==> src/inc/cmr_defs.svh <==
// register offsets, field positions, error thresholds and timing counts
`ifndef CMR_DEFS_SVH
`define CMR_DEFS_SVH
`define CMR_OFF_CTRL  8'h00
`define CMR_OFF_CFG2  8'h04
`define CMR_OFF_INTF  8'h08
`define CMR_OFF_INTE  8'h0c
`define CMR_OFF_RXC0  8'h10
`define CMR_OFF_RXC1  8'h14
`define CMR_OFF_ERRC  8'h18
`define CMR_OFF_FILT0 8'h20
`define CMR_OFF_MASK0 8'h38
`define CMR_OFF_MASK1 8'h3c
`define CMR_OFF_RECEIVE_BUFFER_ZERO  8'h40
`define CMR_OFF_RECEIVE_BUFFER_ONE  8'h50
`define CMR_REQ_LO    8
`define CMR_STAT_LO   5
`define CMR_DOUBLE_BUFFER_ENABLE      0
`define CMR_WAKE_FILTER_ENABLE    14
`define CMR_F_RX0     0
`define CMR_F_RX1     1
`define CMR_F_ERR     5
`define CMR_F_WAK     6
`define CMR_F_IVR     7
`define CMR_F_RECEIVE_WARNING_FLAG   9
`define CMR_F_RECEIVE_ERROR_PASSIVE_FLAG    11
`define CMR_F_OVR1    14
`define CMR_F_OVR0    15
`define CMR_RXC_FULL  7
`define CMR_RXC_RXM   5
`define CMR_FEXT      30
`define CMR_BEXT      31
`define CMR_WARN      8'h60
`define CMR_PASSIVE   8'h7f
`define CMR_CLK_NS    25
`define CMR_BIT_NS    1000
`define CMR_IDLE_BITS 11
`define CMR_IDLE_CYC  ((`CMR_IDLE_BITS * `CMR_BIT_NS + `CMR_CLK_NS - 1) / `CMR_CLK_NS)
`define CMR_WFILT_NS  250
`define CMR_WFILT_CYC ((`CMR_WFILT_NS + `CMR_CLK_NS - 1) / `CMR_CLK_NS)
`endif

==> src/rtl/cmr_unused_guard.sv <==
// no logic here: the whole block sits in cmr_top

==> src/inc/cmr_pkg.sv <==
// types shared by the mode and receive logic
package cmr_pkg;
  // mode field codes; 2, 3 and 4 chosen for loopback, listen-only, config
  typedef enum logic [2:0] {
    CMR_NORMAL  = 3'h0,
    CMR_DISABLE = 3'h1,
    CMR_LOOP    = 3'h2,
    CMR_LISTEN  = 3'h3,
    CMR_CONFIG  = 3'h4,
    CMR_LISTALL = 3'h7
  } cmr_mode_e;
endpackage

==> src/rtl/cmr_top.sv <==
// mode control and receive path of a can controller, axi4-lite registers
//
// The AXI4-Lite slave port and the register offsets were left to the implementer.
`include "cmr_defs.svh"

module cmr_top (
  // clock and reset
  input  wire logic        CLOCK_IN,
  input  wire logic        SRST_IN,
  // axi4-lite slave
  input  wire logic [7:0]  S_AXI_AWADDR_IN,
  input  wire logic        S_AXI_AWVALID_IN,
  output logic             S_AXI_AWREADY_OUT,
  input  wire logic [31:0] S_AXI_WDATA_IN,
  input  wire logic [3:0]  S_AXI_WSTRB_IN,
  input  wire logic        S_AXI_WVALID_IN,
  output logic             S_AXI_WREADY_OUT,
  output logic [1:0]       S_AXI_BRESP_OUT,
  output logic             S_AXI_BVALID_OUT,
  input  wire logic        S_AXI_BREADY_IN,
  input  wire logic [7:0]  S_AXI_ARADDR_IN,
  input  wire logic        S_AXI_ARVALID_IN,
  output logic             S_AXI_ARREADY_OUT,
  output logic [31:0]      S_AXI_RDATA_OUT,
  output logic [1:0]       S_AXI_RRESP_OUT,
  output logic             S_AXI_RVALID_OUT,
  input  wire logic        S_AXI_RREADY_IN,
  // can pins
  input  wire logic        CAN_RX_PIN_IN,
  output logic             CAN_TX_PIN_OUT,
  output logic             CAN_TX_PIN_OE_OUT,
  output logic             CAN_RX_PIN_FN_OUT,
  // protocol engine side
  input  wire logic        TX_BIT_IN,
  input  wire logic        TX_BUSY_IN,
  input  wire logic        TX_REQUEST_IN,
  output logic             TX_HOLD_OUT,
  output logic             TX_ABORT_OUT,
  output logic             RX_BIT_OUT,
  output logic             RX_ENABLE_OUT,
  output logic             TX_ENABLE_OUT,
  output logic             PASSIVE_OUT,
  output logic             ERR_PASSIVE_OUT,
  input  wire logic        FRAME_DONE_IN,
  input  wire logic        FRAME_ERR_IN,
  input  wire logic [28:0] FRAME_ID_IN,
  input  wire logic        FRAME_EXT_IN,
  input  wire logic [3:0]  FRAME_DLC_IN,
  input  wire logic [63:0] FRAME_DATA_IN,
  // interrupt request
  output logic             IRQ_OUT
);
  localparam logic [8:0] IDLE_CYC  = 9'(`CMR_IDLE_CYC);
  localparam logic [3:0] WFILT_CYC = 4'(`CMR_WFILT_CYC);

  cmr_pkg::cmr_mode_e mode;
  logic [2:0]  req;
  logic        double_buffer_enable, wake_filter_enable;
  logic [15:0] intf, inte, set_f, clr_f;
  logic [1:0]  acceptance_mask_zero, acceptance_mask_one;
  logic        full0, full1;
  logic [30:0] filt [6];
  logic [28:0] mask [2];
  logic [29:0] bid [2];
  logic [63:0] bdat [2];
  logic [3:0]  bdlc [2];
  logic [7:0]  err_cnt, next_err_cnt;
  logic        rx_m, rx_s, rx_f, rx_f_d;
  logic [3:0]  wf_cnt;
  logic [8:0]  rec_cnt;
  logic        bus_idle, switch_now, hold, rx_line;
  logic        aw_full, w_full, do_wr;
  logic [7:0]  aw_addr;
  logic [31:0] w_data;
  logic [3:0]  w_strb;
  logic [31:0] wd_mask;
  logic        mab_valid, mab_ext;
  logic [28:0] mab_id;
  logic [3:0]  mab_dlc;
  logic [63:0] mab_data;
  logic [5:0]  fhit;
  logic        tgt0, tgt1, store0, store1, ovr0, ovr1;
  logic        err_ev, err_inc, warn_ev, pass_ev, wake_ev, cfg_ok;

  function automatic logic hit(input logic [7:0] a, input logic [7:0] off);
    return a[7:2] == off[7:2];
  endfunction

  function automatic logic [31:0] merge(input logic [31:0] old, input logic [31:0] d,
                                        input logic [3:0] s);
    logic [31:0] r;
    r = old;
    for (int b = 0; b < 4; b++)
    begin
      if (s[b])
        r[8*b +: 8] = d[8*b +: 8];
    end
    return r;
  endfunction

  function automatic logic mapped(input logic [7:0] a);
    return (a[7:2] <= `CMR_OFF_ERRC >> 2) ||
           (a[7:2] >= `CMR_OFF_FILT0 >> 2 && a[7:2] <= `CMR_OFF_MASK1 >> 2) ||
           (a[7:2] >= `CMR_OFF_RECEIVE_BUFFER_ZERO >> 2 && a[7:2] <= 6'h16 && a[3:2] != 2'h3);
  endfunction

  // std frames compare the low 11 id bits only
  function automatic logic fmatch(input logic [28:0] id, input logic ext,
                                  input logic [30:0] f, input logic [28:0] m,
                                  input logic [1:0] receive_mask_mode);
    logic        sel;
    logic [28:0] cm;
    cm = ext ? m : {18'h0, m[10:0]};
    unique case (receive_mask_mode)
      2'h1:    sel = !ext;
      2'h2:    sel = ext;
      2'h3:    sel = 1'b1;
      default: sel = (f[`CMR_FEXT] == ext);
    endcase
    return (receive_mask_mode == 2'h3) || (sel && (((id ^ f[28:0]) & cm) == 29'h0));
  endfunction

  // pin synchroniser and wake filter
  always_ff @(posedge CLOCK_IN)
  begin
    rx_m <= SRST_IN ? 1'b1 : CAN_RX_PIN_IN;
    rx_s <= SRST_IN ? 1'b1 : rx_m;
  end

  // filter only while asleep, so normal bit timing sees no extra delay
  always_ff @(posedge CLOCK_IN)
  begin
    if (SRST_IN)
    begin
      rx_f   <= 1'b1;
      rx_f_d <= 1'b1;
      wf_cnt <= 4'h0;
    end
    else
    begin
      rx_f_d <= rx_f;
      if (!(wake_filter_enable && mode == cmr_pkg::CMR_DISABLE) || rx_s == rx_f)
      begin
        rx_f   <= rx_s;
        wf_cnt <= 4'h0;
      end
      else if (wf_cnt == WFILT_CYC - 4'h1)
      begin
        rx_f   <= rx_s;
        wf_cnt <= 4'h0;
      end
      else
        wf_cnt <= wf_cnt + 4'h1;
    end
  end

  assign rx_line    = (mode == cmr_pkg::CMR_LOOP) ? TX_BIT_IN : rx_f;
  assign RX_BIT_OUT = rx_line;
  assign wake_ev    = mode == cmr_pkg::CMR_DISABLE && rx_f_d && !rx_f;

  // idle detect, restarted on every mode switch
  assign bus_idle   = rec_cnt == IDLE_CYC;
  assign switch_now = req != mode && bus_idle && req != 3'h5 && req != 3'h6
                      && !(req == cmr_pkg::CMR_CONFIG && TX_BUSY_IN);

  always_ff @(posedge CLOCK_IN)
  begin
    if (SRST_IN || switch_now || !rx_line)
      rec_cnt <= 9'h0;
    else if (!bus_idle)
      rec_cnt <= rec_cnt + 9'h1;
  end

  always_ff @(posedge CLOCK_IN)
  begin
    if (SRST_IN)
      mode <= cmr_pkg::CMR_CONFIG;
    else if (switch_now)
      mode <= cmr_pkg::cmr_mode_e'(req);
  end

  // post-entry wait before a transmitting mode may send
  always_ff @(posedge CLOCK_IN)
  begin
    if (SRST_IN)
    begin
      hold         <= 1'b0;
      TX_ABORT_OUT <= 1'b0;
    end
    else
    begin
      if (switch_now)
        hold <= req == cmr_pkg::CMR_NORMAL || req == cmr_pkg::CMR_LOOP ||
                req == cmr_pkg::CMR_LISTALL;
      else if (bus_idle)
        hold <= 1'b0;
      TX_ABORT_OUT <= hold && TX_REQUEST_IN && req == cmr_pkg::CMR_DISABLE;
    end
  end

  // pin functions and engine enables
  always_ff @(posedge CLOCK_IN)
  begin
    if (SRST_IN)
    begin
      CAN_TX_PIN_OUT    <= 1'b1;
      CAN_TX_PIN_OE_OUT <= 1'b0;
      CAN_RX_PIN_FN_OUT <= 1'b0;
    end
    else
    begin
      CAN_TX_PIN_OE_OUT <= mode == cmr_pkg::CMR_NORMAL || mode == cmr_pkg::CMR_LISTALL;
      CAN_TX_PIN_OUT    <= (mode == cmr_pkg::CMR_NORMAL || mode == cmr_pkg::CMR_LISTALL)
                           ? TX_BIT_IN : 1'b1;
      CAN_RX_PIN_FN_OUT <= mode == cmr_pkg::CMR_NORMAL || mode == cmr_pkg::CMR_LISTEN ||
                           mode == cmr_pkg::CMR_LISTALL;
    end
  end

  assign RX_ENABLE_OUT = mode != cmr_pkg::CMR_CONFIG && mode != cmr_pkg::CMR_DISABLE;
  assign TX_ENABLE_OUT = RX_ENABLE_OUT && mode != cmr_pkg::CMR_LISTEN && !hold;
  assign PASSIVE_OUT   = mode == cmr_pkg::CMR_LISTEN;
  assign TX_HOLD_OUT   = hold;

  // assembly buffer; listen-all also keeps a frame cut short by an error
  always_ff @(posedge CLOCK_IN)
  begin
    if (SRST_IN)
      mab_valid <= 1'b0;
    else
      mab_valid <= RX_ENABLE_OUT && (FRAME_DONE_IN ||
                   (FRAME_ERR_IN && mode == cmr_pkg::CMR_LISTALL));
  end

  always_ff @(posedge CLOCK_IN)
  begin
    mab_id   <= FRAME_ID_IN;
    mab_ext  <= FRAME_EXT_IN;
    mab_dlc  <= FRAME_DLC_IN;
    mab_data <= FRAME_DATA_IN;
  end

  for (genvar i = 0; i < 6; i++)
  begin : g_filt
    assign fhit[i] = (i < 2) ? fmatch(mab_id, mab_ext, filt[i], mask[0], acceptance_mask_zero)
                             : fmatch(mab_id, mab_ext, filt[i], mask[1], acceptance_mask_one);
  end

  assign tgt0   = mab_valid && (mode == cmr_pkg::CMR_LISTALL || |fhit[1:0]);
  assign tgt1   = mab_valid && !tgt0 && |fhit[5:2];
  assign store0 = tgt0 && !full0;
  assign store1 = (tgt1 && !full1) || (tgt0 && full0 && double_buffer_enable && !full1);
  assign ovr0   = tgt0 && full0 && !double_buffer_enable;
  assign ovr1   = (tgt1 && full1) || (tgt0 && full0 && double_buffer_enable && full1);

  always_ff @(posedge CLOCK_IN)
  begin
    if (store0)
    begin
      bid[0]  <= {mab_ext, mab_id};
      bdat[0] <= mab_data;
      bdlc[0] <= mab_dlc;
    end
    if (store1)
    begin
      bid[1]  <= {mab_ext, mab_id};
      bdat[1] <= mab_data;
      bdlc[1] <= mab_dlc;
    end
  end

  // receive error counter
  assign err_ev       = FRAME_ERR_IN && RX_ENABLE_OUT && mode != cmr_pkg::CMR_LISTALL;
  assign err_inc      = err_ev && mode != cmr_pkg::CMR_LISTEN;
  assign next_err_cnt = (err_cnt == 8'hff) ? err_cnt : err_cnt + 8'h1;
  assign warn_ev      = err_inc && next_err_cnt == `CMR_WARN && err_cnt != `CMR_WARN;
  assign pass_ev      = err_inc && next_err_cnt == `CMR_PASSIVE + 8'h1;

  always_ff @(posedge CLOCK_IN)
  begin
    if (SRST_IN || mode == cmr_pkg::CMR_CONFIG)
      err_cnt <= 8'h0;
    else if (err_inc)
      err_cnt <= next_err_cnt;
  end

  assign ERR_PASSIVE_OUT = err_cnt > `CMR_PASSIVE;

  // axi4-lite write path
  assign S_AXI_AWREADY_OUT = !aw_full;
  assign S_AXI_WREADY_OUT  = !w_full;
  assign do_wr   = aw_full && w_full && !S_AXI_BVALID_OUT;
  assign cfg_ok  = mode == cmr_pkg::CMR_CONFIG;
  assign wd_mask = merge(32'h0, 32'hffffffff, w_strb);

  always_ff @(posedge CLOCK_IN)
  begin
    if (SRST_IN)
    begin
      aw_full          <= 1'b0;
      w_full           <= 1'b0;
      S_AXI_BVALID_OUT <= 1'b0;
      S_AXI_BRESP_OUT  <= 2'h0;
    end
    else
    begin
      if (S_AXI_AWVALID_IN && !aw_full)
      begin
        aw_full <= 1'b1;
        aw_addr <= S_AXI_AWADDR_IN;
      end
      else if (do_wr)
        aw_full <= 1'b0;
      if (S_AXI_WVALID_IN && !w_full)
      begin
        w_full <= 1'b1;
        w_data <= S_AXI_WDATA_IN;
        w_strb <= S_AXI_WSTRB_IN;
      end
      else if (do_wr)
        w_full <= 1'b0;
      if (do_wr)
      begin
        S_AXI_BVALID_OUT <= 1'b1;
        S_AXI_BRESP_OUT  <= mapped(aw_addr) ? 2'h0 : 2'h3;
      end
      else if (S_AXI_BREADY_IN)
        S_AXI_BVALID_OUT <= 1'b0;
    end
  end

  // control and configuration registers
  always_ff @(posedge CLOCK_IN)
  begin
    if (SRST_IN)
    begin
      req    <= cmr_pkg::CMR_CONFIG;
      double_buffer_enable   <= 1'b0;
      wake_filter_enable <= 1'b0;
      inte   <= 16'h0;
      acceptance_mask_zero   <= 2'h0;
      acceptance_mask_one   <= 2'h0;
      mask   <= '{default: 29'h0};
      filt   <= '{default: 31'h0};
    end
    else if (do_wr)
    begin
      if (hit(aw_addr, `CMR_OFF_CTRL))
      begin
        if (w_strb[1])
          req <= w_data[`CMR_REQ_LO +: 3];
        if (cfg_ok && w_strb[0])
          double_buffer_enable <= w_data[`CMR_DOUBLE_BUFFER_ENABLE];
      end
      if (cfg_ok && w_strb[1] && hit(aw_addr, `CMR_OFF_CFG2))
        wake_filter_enable <= w_data[`CMR_WAKE_FILTER_ENABLE];
      if (cfg_ok && hit(aw_addr, `CMR_OFF_INTE))
        inte <= 16'(merge({16'h0, inte}, w_data, w_strb));
      if (cfg_ok && w_strb[0] && hit(aw_addr, `CMR_OFF_RXC0))
        acceptance_mask_zero <= w_data[`CMR_RXC_RXM +: 2];
      if (cfg_ok && w_strb[0] && hit(aw_addr, `CMR_OFF_RXC1))
        acceptance_mask_one <= w_data[`CMR_RXC_RXM +: 2];
      for (int k = 0; k < 6; k++)
      begin
        if (cfg_ok && hit(aw_addr, `CMR_OFF_FILT0 + 8'(4 * k)))
          filt[k] <= 31'(merge({1'b0, filt[k]}, w_data, w_strb));
      end
      if (cfg_ok && hit(aw_addr, `CMR_OFF_MASK0))
        mask[0] <= 29'(merge({3'h0, mask[0]}, w_data, w_strb));
      if (cfg_ok && hit(aw_addr, `CMR_OFF_MASK1))
        mask[1] <= 29'(merge({3'h0, mask[1]}, w_data, w_strb));
    end
  end

  // sticky flags: hardware set beats a same-cycle software clear
  always_comb
  begin
    set_f = 16'h0;
    set_f[`CMR_F_RX0]   = store0;
    set_f[`CMR_F_RX1]   = store1;
    set_f[`CMR_F_OVR0]  = ovr0;
    set_f[`CMR_F_OVR1]  = ovr1;
    set_f[`CMR_F_ERR]   = ovr0 || ovr1 || pass_ev;
    set_f[`CMR_F_WAK]   = wake_ev;
    set_f[`CMR_F_IVR]   = err_ev;
    set_f[`CMR_F_RECEIVE_WARNING_FLAG] = warn_ev;
    set_f[`CMR_F_RECEIVE_ERROR_PASSIVE_FLAG]  = pass_ev;
    clr_f = (do_wr && hit(aw_addr, `CMR_OFF_INTF)) ? w_data[15:0] & wd_mask[15:0] : 16'h0;
  end

  always_ff @(posedge CLOCK_IN)
  begin
    if (SRST_IN)
    begin
      intf    <= 16'h0;
      full0   <= 1'b0;
      full1   <= 1'b0;
      IRQ_OUT <= 1'b0;
    end
    else
    begin
      intf    <= (intf & ~clr_f) | set_f;
      full0   <= store0 || (full0 && !rel0());
      full1   <= store1 || (full1 && !rel1());
      IRQ_OUT <= |(intf & inte);
    end
  end

  // buffer release: writing a one to the full bit
  function automatic logic rel0();
    return do_wr && hit(aw_addr, `CMR_OFF_RXC0) && w_strb[0] && w_data[`CMR_RXC_FULL];
  endfunction

  function automatic logic rel1();
    return do_wr && hit(aw_addr, `CMR_OFF_RXC1) && w_strb[0] && w_data[`CMR_RXC_FULL];
  endfunction

  // axi4-lite read path
  assign S_AXI_ARREADY_OUT = !S_AXI_RVALID_OUT;

  always_ff @(posedge CLOCK_IN)
  begin
    if (SRST_IN)
    begin
      S_AXI_RVALID_OUT <= 1'b0;
      S_AXI_RDATA_OUT  <= 32'h0;
      S_AXI_RRESP_OUT  <= 2'h0;
    end
    else if (S_AXI_ARVALID_IN && !S_AXI_RVALID_OUT)
    begin
      S_AXI_RVALID_OUT <= 1'b1;
      S_AXI_RRESP_OUT  <= mapped(S_AXI_ARADDR_IN) ? 2'h0 : 2'h3;
      S_AXI_RDATA_OUT  <= rd_mux(S_AXI_ARADDR_IN);
    end
    else if (S_AXI_RREADY_IN)
      S_AXI_RVALID_OUT <= 1'b0;
  end

  function automatic logic [31:0] rd_mux(input logic [7:0] a);
    logic [31:0] r;
    r = 32'h0;
    unique case (a[7:2])
      6'h00: r = {21'h0, req, mode, 4'h0, double_buffer_enable};
      6'h01: r = 32'(wake_filter_enable) << `CMR_WAKE_FILTER_ENABLE;
      6'h02: r = {16'h0, intf};
      6'h03: r = {16'h0, inte};
      6'h04: r = {24'h0, full0, acceptance_mask_zero, 1'b0, bdlc[0]};
      6'h05: r = {24'h0, full1, acceptance_mask_one, 1'b0, bdlc[1]};
      6'h06: r = {24'h0, err_cnt};
      6'h08, 6'h09, 6'h0a, 6'h0b, 6'h0c, 6'h0d: r = {1'b0, filt[a[4:2]]};
      6'h0e: r = {3'h0, mask[0]};
      6'h0f: r = {3'h0, mask[1]};
      6'h10, 6'h14: r = {bid[a[2+2]][29], 2'h0, bid[a[4]][28:0]};
      6'h11, 6'h15: r = bdat[a[4]][31:0];
      6'h12, 6'h16: r = bdat[a[4]][63:32];
      default: r = 32'h0;
    endcase
    return r;
  endfunction
endmodule

==> config.mk <==
export PLATFORM = sky130hd
export DESIGN_NAME = cmr_top
export DESIGN_NICKNAME = d
export VERILOG_FILES = /design/src/rtl/cmr_unused_guard.sv /design/src/inc/cmr_pkg.sv /design/src/rtl/cmr_top.sv
export VERILOG_INCLUDE_DIRS = /design/src /design/src/inc
export SDC_FILE = /design/constraint.sdc
export NUM_CORES = 1
export LEC_CHECK = 0
export ABC_CLOCK_PERIOD_IN_PS = 6000
export BUFFER_PORTS_ARGS = -buffer_cell sky130_fd_sc_hd__buf_2
export CORE_ASPECT_RATIO = 0.7
export CORE_MARGIN = 2
export CORE_UTILIZATION = 30
export DETAILED_ROUTE_END_ITERATION = 10
export PLACE_DENSITY = 0.52
export SYNTH_ARGS = -nofsm -noshare
export SYNTH_HDL_FRONTEND = slang
export SYNTH_SLANG_ARGS = --single-unit
==> constraint.sdc <==
create_clock -name CLOCK_IN -period 6 [get_ports CLOCK_IN]
set_input_delay 1.2 -clock CLOCK_IN [delete_from_list [all_inputs] [get_ports CLOCK_IN]]
set_output_delay 1.2 -clock CLOCK_IN [all_outputs]
set_load 0.01 [all_outputs]
==> impl_metrics.yaml <==
critical_path:
  critPathCaptureType: "flip-flop"
  startpoint_type: "flip-flop"
  worstRegToRegCells: 9
  critPathArrivalTime_ns: 4.39
  criticalPathCategory: "reg2reg"
  cp.required_ns: 6.30
  worst-path-max-fanout: 33
sta:
  finClkSkew_ns: 0.03730
  holdWs_ns: 0.4143
  timing.final.setup_violations: 0
  maxClockFrequency_ghz: 0.2445
  report.final.slew_viol_count: 0
  rsz_0062_raised_after_global_routing: "no"
  fin_crit_sh_pct: 68.17
  fin_tns_setup_ns: 0
  slew_headroom_pct: 17.57
  final-hold-violation-count: 0
  max_slew.worst_pin.slew_ns: 1.237
  final.min_clock_period_ns: 4.090
  layout_setup_ws_ns: 1.910
cts:
  postCtsSetupBuffers: 0
  cts_inserted_buffers: 76
  tritoncts_num_sinks: 695
  ctsLongestPathBuffers: 3
  cts_resized: 0
  clock_tree.root_cell: "clkbuf_16"
  cts_max_level: 3
  tritoncts: "built"
  postCtsHoldBufs: 0
  worstSkewPairLatency_ns: 0.65
  clk_pin_slew_worst_paths_ns: 0.06
power:
  internal_power_mw: 7.880
  reg_power_share_pct: 49.3
  vdd.ir_drop.worst_mv: 0.2010
  static-leakage-power_nw: 12.23
  netSwitchingPower_mw: 2.367
  clock_power_share_pct: 46.5
  areal_power_density_over_the_cells_nw_per_um2: 299.8
  share_comb_of_total_power_pct: 4.3
  switching_share_of_power_pct: 23.10
place:
  placement.cell_area_um2: 31660
  routabilityCongestion: 0.9420
  post_detail_place_hpwl_mm: 75.40
  place.port_buffers: 209
  pre_cts_slack_ns: 1.821
cells_and_area:
  footprint_of_the_multi_input_gates_um2: 12120
  design.final.nets: 2973
  finalInstanceArea_um2: 34180
  final_layout_size_suffix_gt1_share_pct: 16.53
  area.growth.synth_to_final_pct: 16.15
  final_util_pct: 35.00
  seqCellArea_um2: 16290
  fill_cells: 9837
synthesis:
  yosysTopAreaCell: "dfxtp_1"
  synth_seq_area_share_pct: 55.34
  number_of_register_bits_inferred_by_synthesis: 695
  synthFlopType: "dfxtp_1"
  count_of_yosys_warnings_during_synthesis: 0
  synth_edf_count: 237
  synth.distinct_cells: 79
  ys_async_sr_fraction_pct: 0
  synth_top_area_share_pct: 31.16
  synthesis.area_um2: 29430
  syn_area_per_cell_um2: 11.01
  synthesis.nets: 2843
  syn-instance-count: 2674
  synth.area.top_cells: "dfxtp_1 31%, edfxtp_1 24%, mux2i_1 9.0%"
  post-synth-top-count-cell: "dfxtp_1"
  synth.cells.most_frequent: "458 x dfxtp_1, 284 x nor2_1, 265 x mux2i_1, 237 x edfxtp_1, 187 x nand2_1"
die:
  dieArea_um2: 100700
  floorplan.rows: 96
  initial_utilization_pct: 30.14
  core_area_um2: 97650
  die_h_um: 266.0
  fp.dieW_um: 378.3
  io-pin-count: 215
routing:
  routedWlPerCell_um: 25.36
  drc: 0
  routed_via_density: 5.240
  drt.antenna.violating_nets: 0
  drt-pass1-iter-count: 6
  totalWireLength_mm: 106.3
  drtIter0Drc: 2657
  routed-via-count: 21960
min_path:
  hp-class: "reg2reg"
  timing.hold.worst_path_depth: 0
global_routing:
  grt_start_max_net_pins: 222
  globalRouteTotalUtil_pct: 20.72
  grt_first_pass_wirelength_mm: 151.0
  grt_pass1_vias: 20620
  antenna_found_initial: 8
  grt-ovfl-total: 0
run:
  cap_violations: 0
run_status:
  run_status: "finished, final reports clean"
[cells by family (layout without fill, tap and decap cells)]
group	after synthesis	in the layout	synth area share [%]
muxes	326	326	12.53
and+or+nand+nor	666	666	10.55
buffers and inverters	242	435	3.571
xor gates and xnor gates	194	194	5.774
AOI/OAI and AO/OA	545	545	11.98
adders and majority gates	6	6	0.2551
DFF	695	695	55.34
other	0	1	0
[per-layer routing]
metal	part of all wire (%)	track usage, %	wire, um	up-vias
li1	-	-	-	9926
met2	39	27.46	41890	1038
met5	0.026	0	28	-
met4	2.0	4.619	2125	4
met3	11	6.784	11170	132
met1	48	31.83	51090	10860
[final cells by class]
class	instances	area share, %
Sequential cell	695	47.65
Multi-Input combinational cell	1737	35.47
Clock buffer	111	6.373
Tap cell	1323	4.843
Timing Repair Buffer	248	4.155
Clock inverter	30	0.9920
Inverter	46	0.5125
Antenna cell	1	0.007321
[state kept, by name, indices dropped and copies added (netlist names), 29 cells and up]
signal / flops
filt: 186
mab_data: 64
S_AXI_RDATA_OUT: 32
mask: 58
bid: 60
bdat: 128
mab_id: 29
w_data: 31
[placed cells by master, fill, tap and decap left out, types with 71 or more instances in the layout]
master	n
a21oi_1	162
nand2_1	187
mux2i_1	265
o21ai_0	71
edfxtp_1	237
dfxtp_1	458
clkbuf_16	80
buf_2	206
xor2_1	186
nor2_1	283
[final timing paths]
path,startpoint,end,slack [ns]
max,mab_id[18],bdat[1][54],1.91
min,mab_data[56],bdat[0][56],0.41
max reg2reg,mab_id[18],bdat[1][54],1.91
min reg2reg,mab_data[56],bdat[0][56],0.41
[power groups by stage]
stage          clock (mW)  combinational [mW]  sequential, mW
3_5_place_dp            0               0.433            5.15
3_3_place_gp            0               0.432            5.15
4_1_cts              4.86               0.435            5.05
6_report             4.76               0.436            5.05
2_1_floorplan           0               0.282            5.07
5_1_grt              5.04               0.467            5.05
[stage by stage]
stage               instances  power, mW
finish                   4191      10.25
CTS                      4190      10.34
detailed placement       4049      5.580
floorplan                2674      5.349
global route             4190      10.56
global placement         4049      5.580
[worst max-delay path, cell delays in order, from the launching register on]
cell and delay [ns]:
dfxtp_1 0.65, xor2_1 0.16, a222oi_1 0.32, nand3_1 0.19, o32ai_1 0.69, a21oi_2 0.13, nand2_2 0.18, mux2_1 0.38
nor2_4 0.68, buf_12 0.30
No activity file was read; power rests on OpenSTA's default activity.
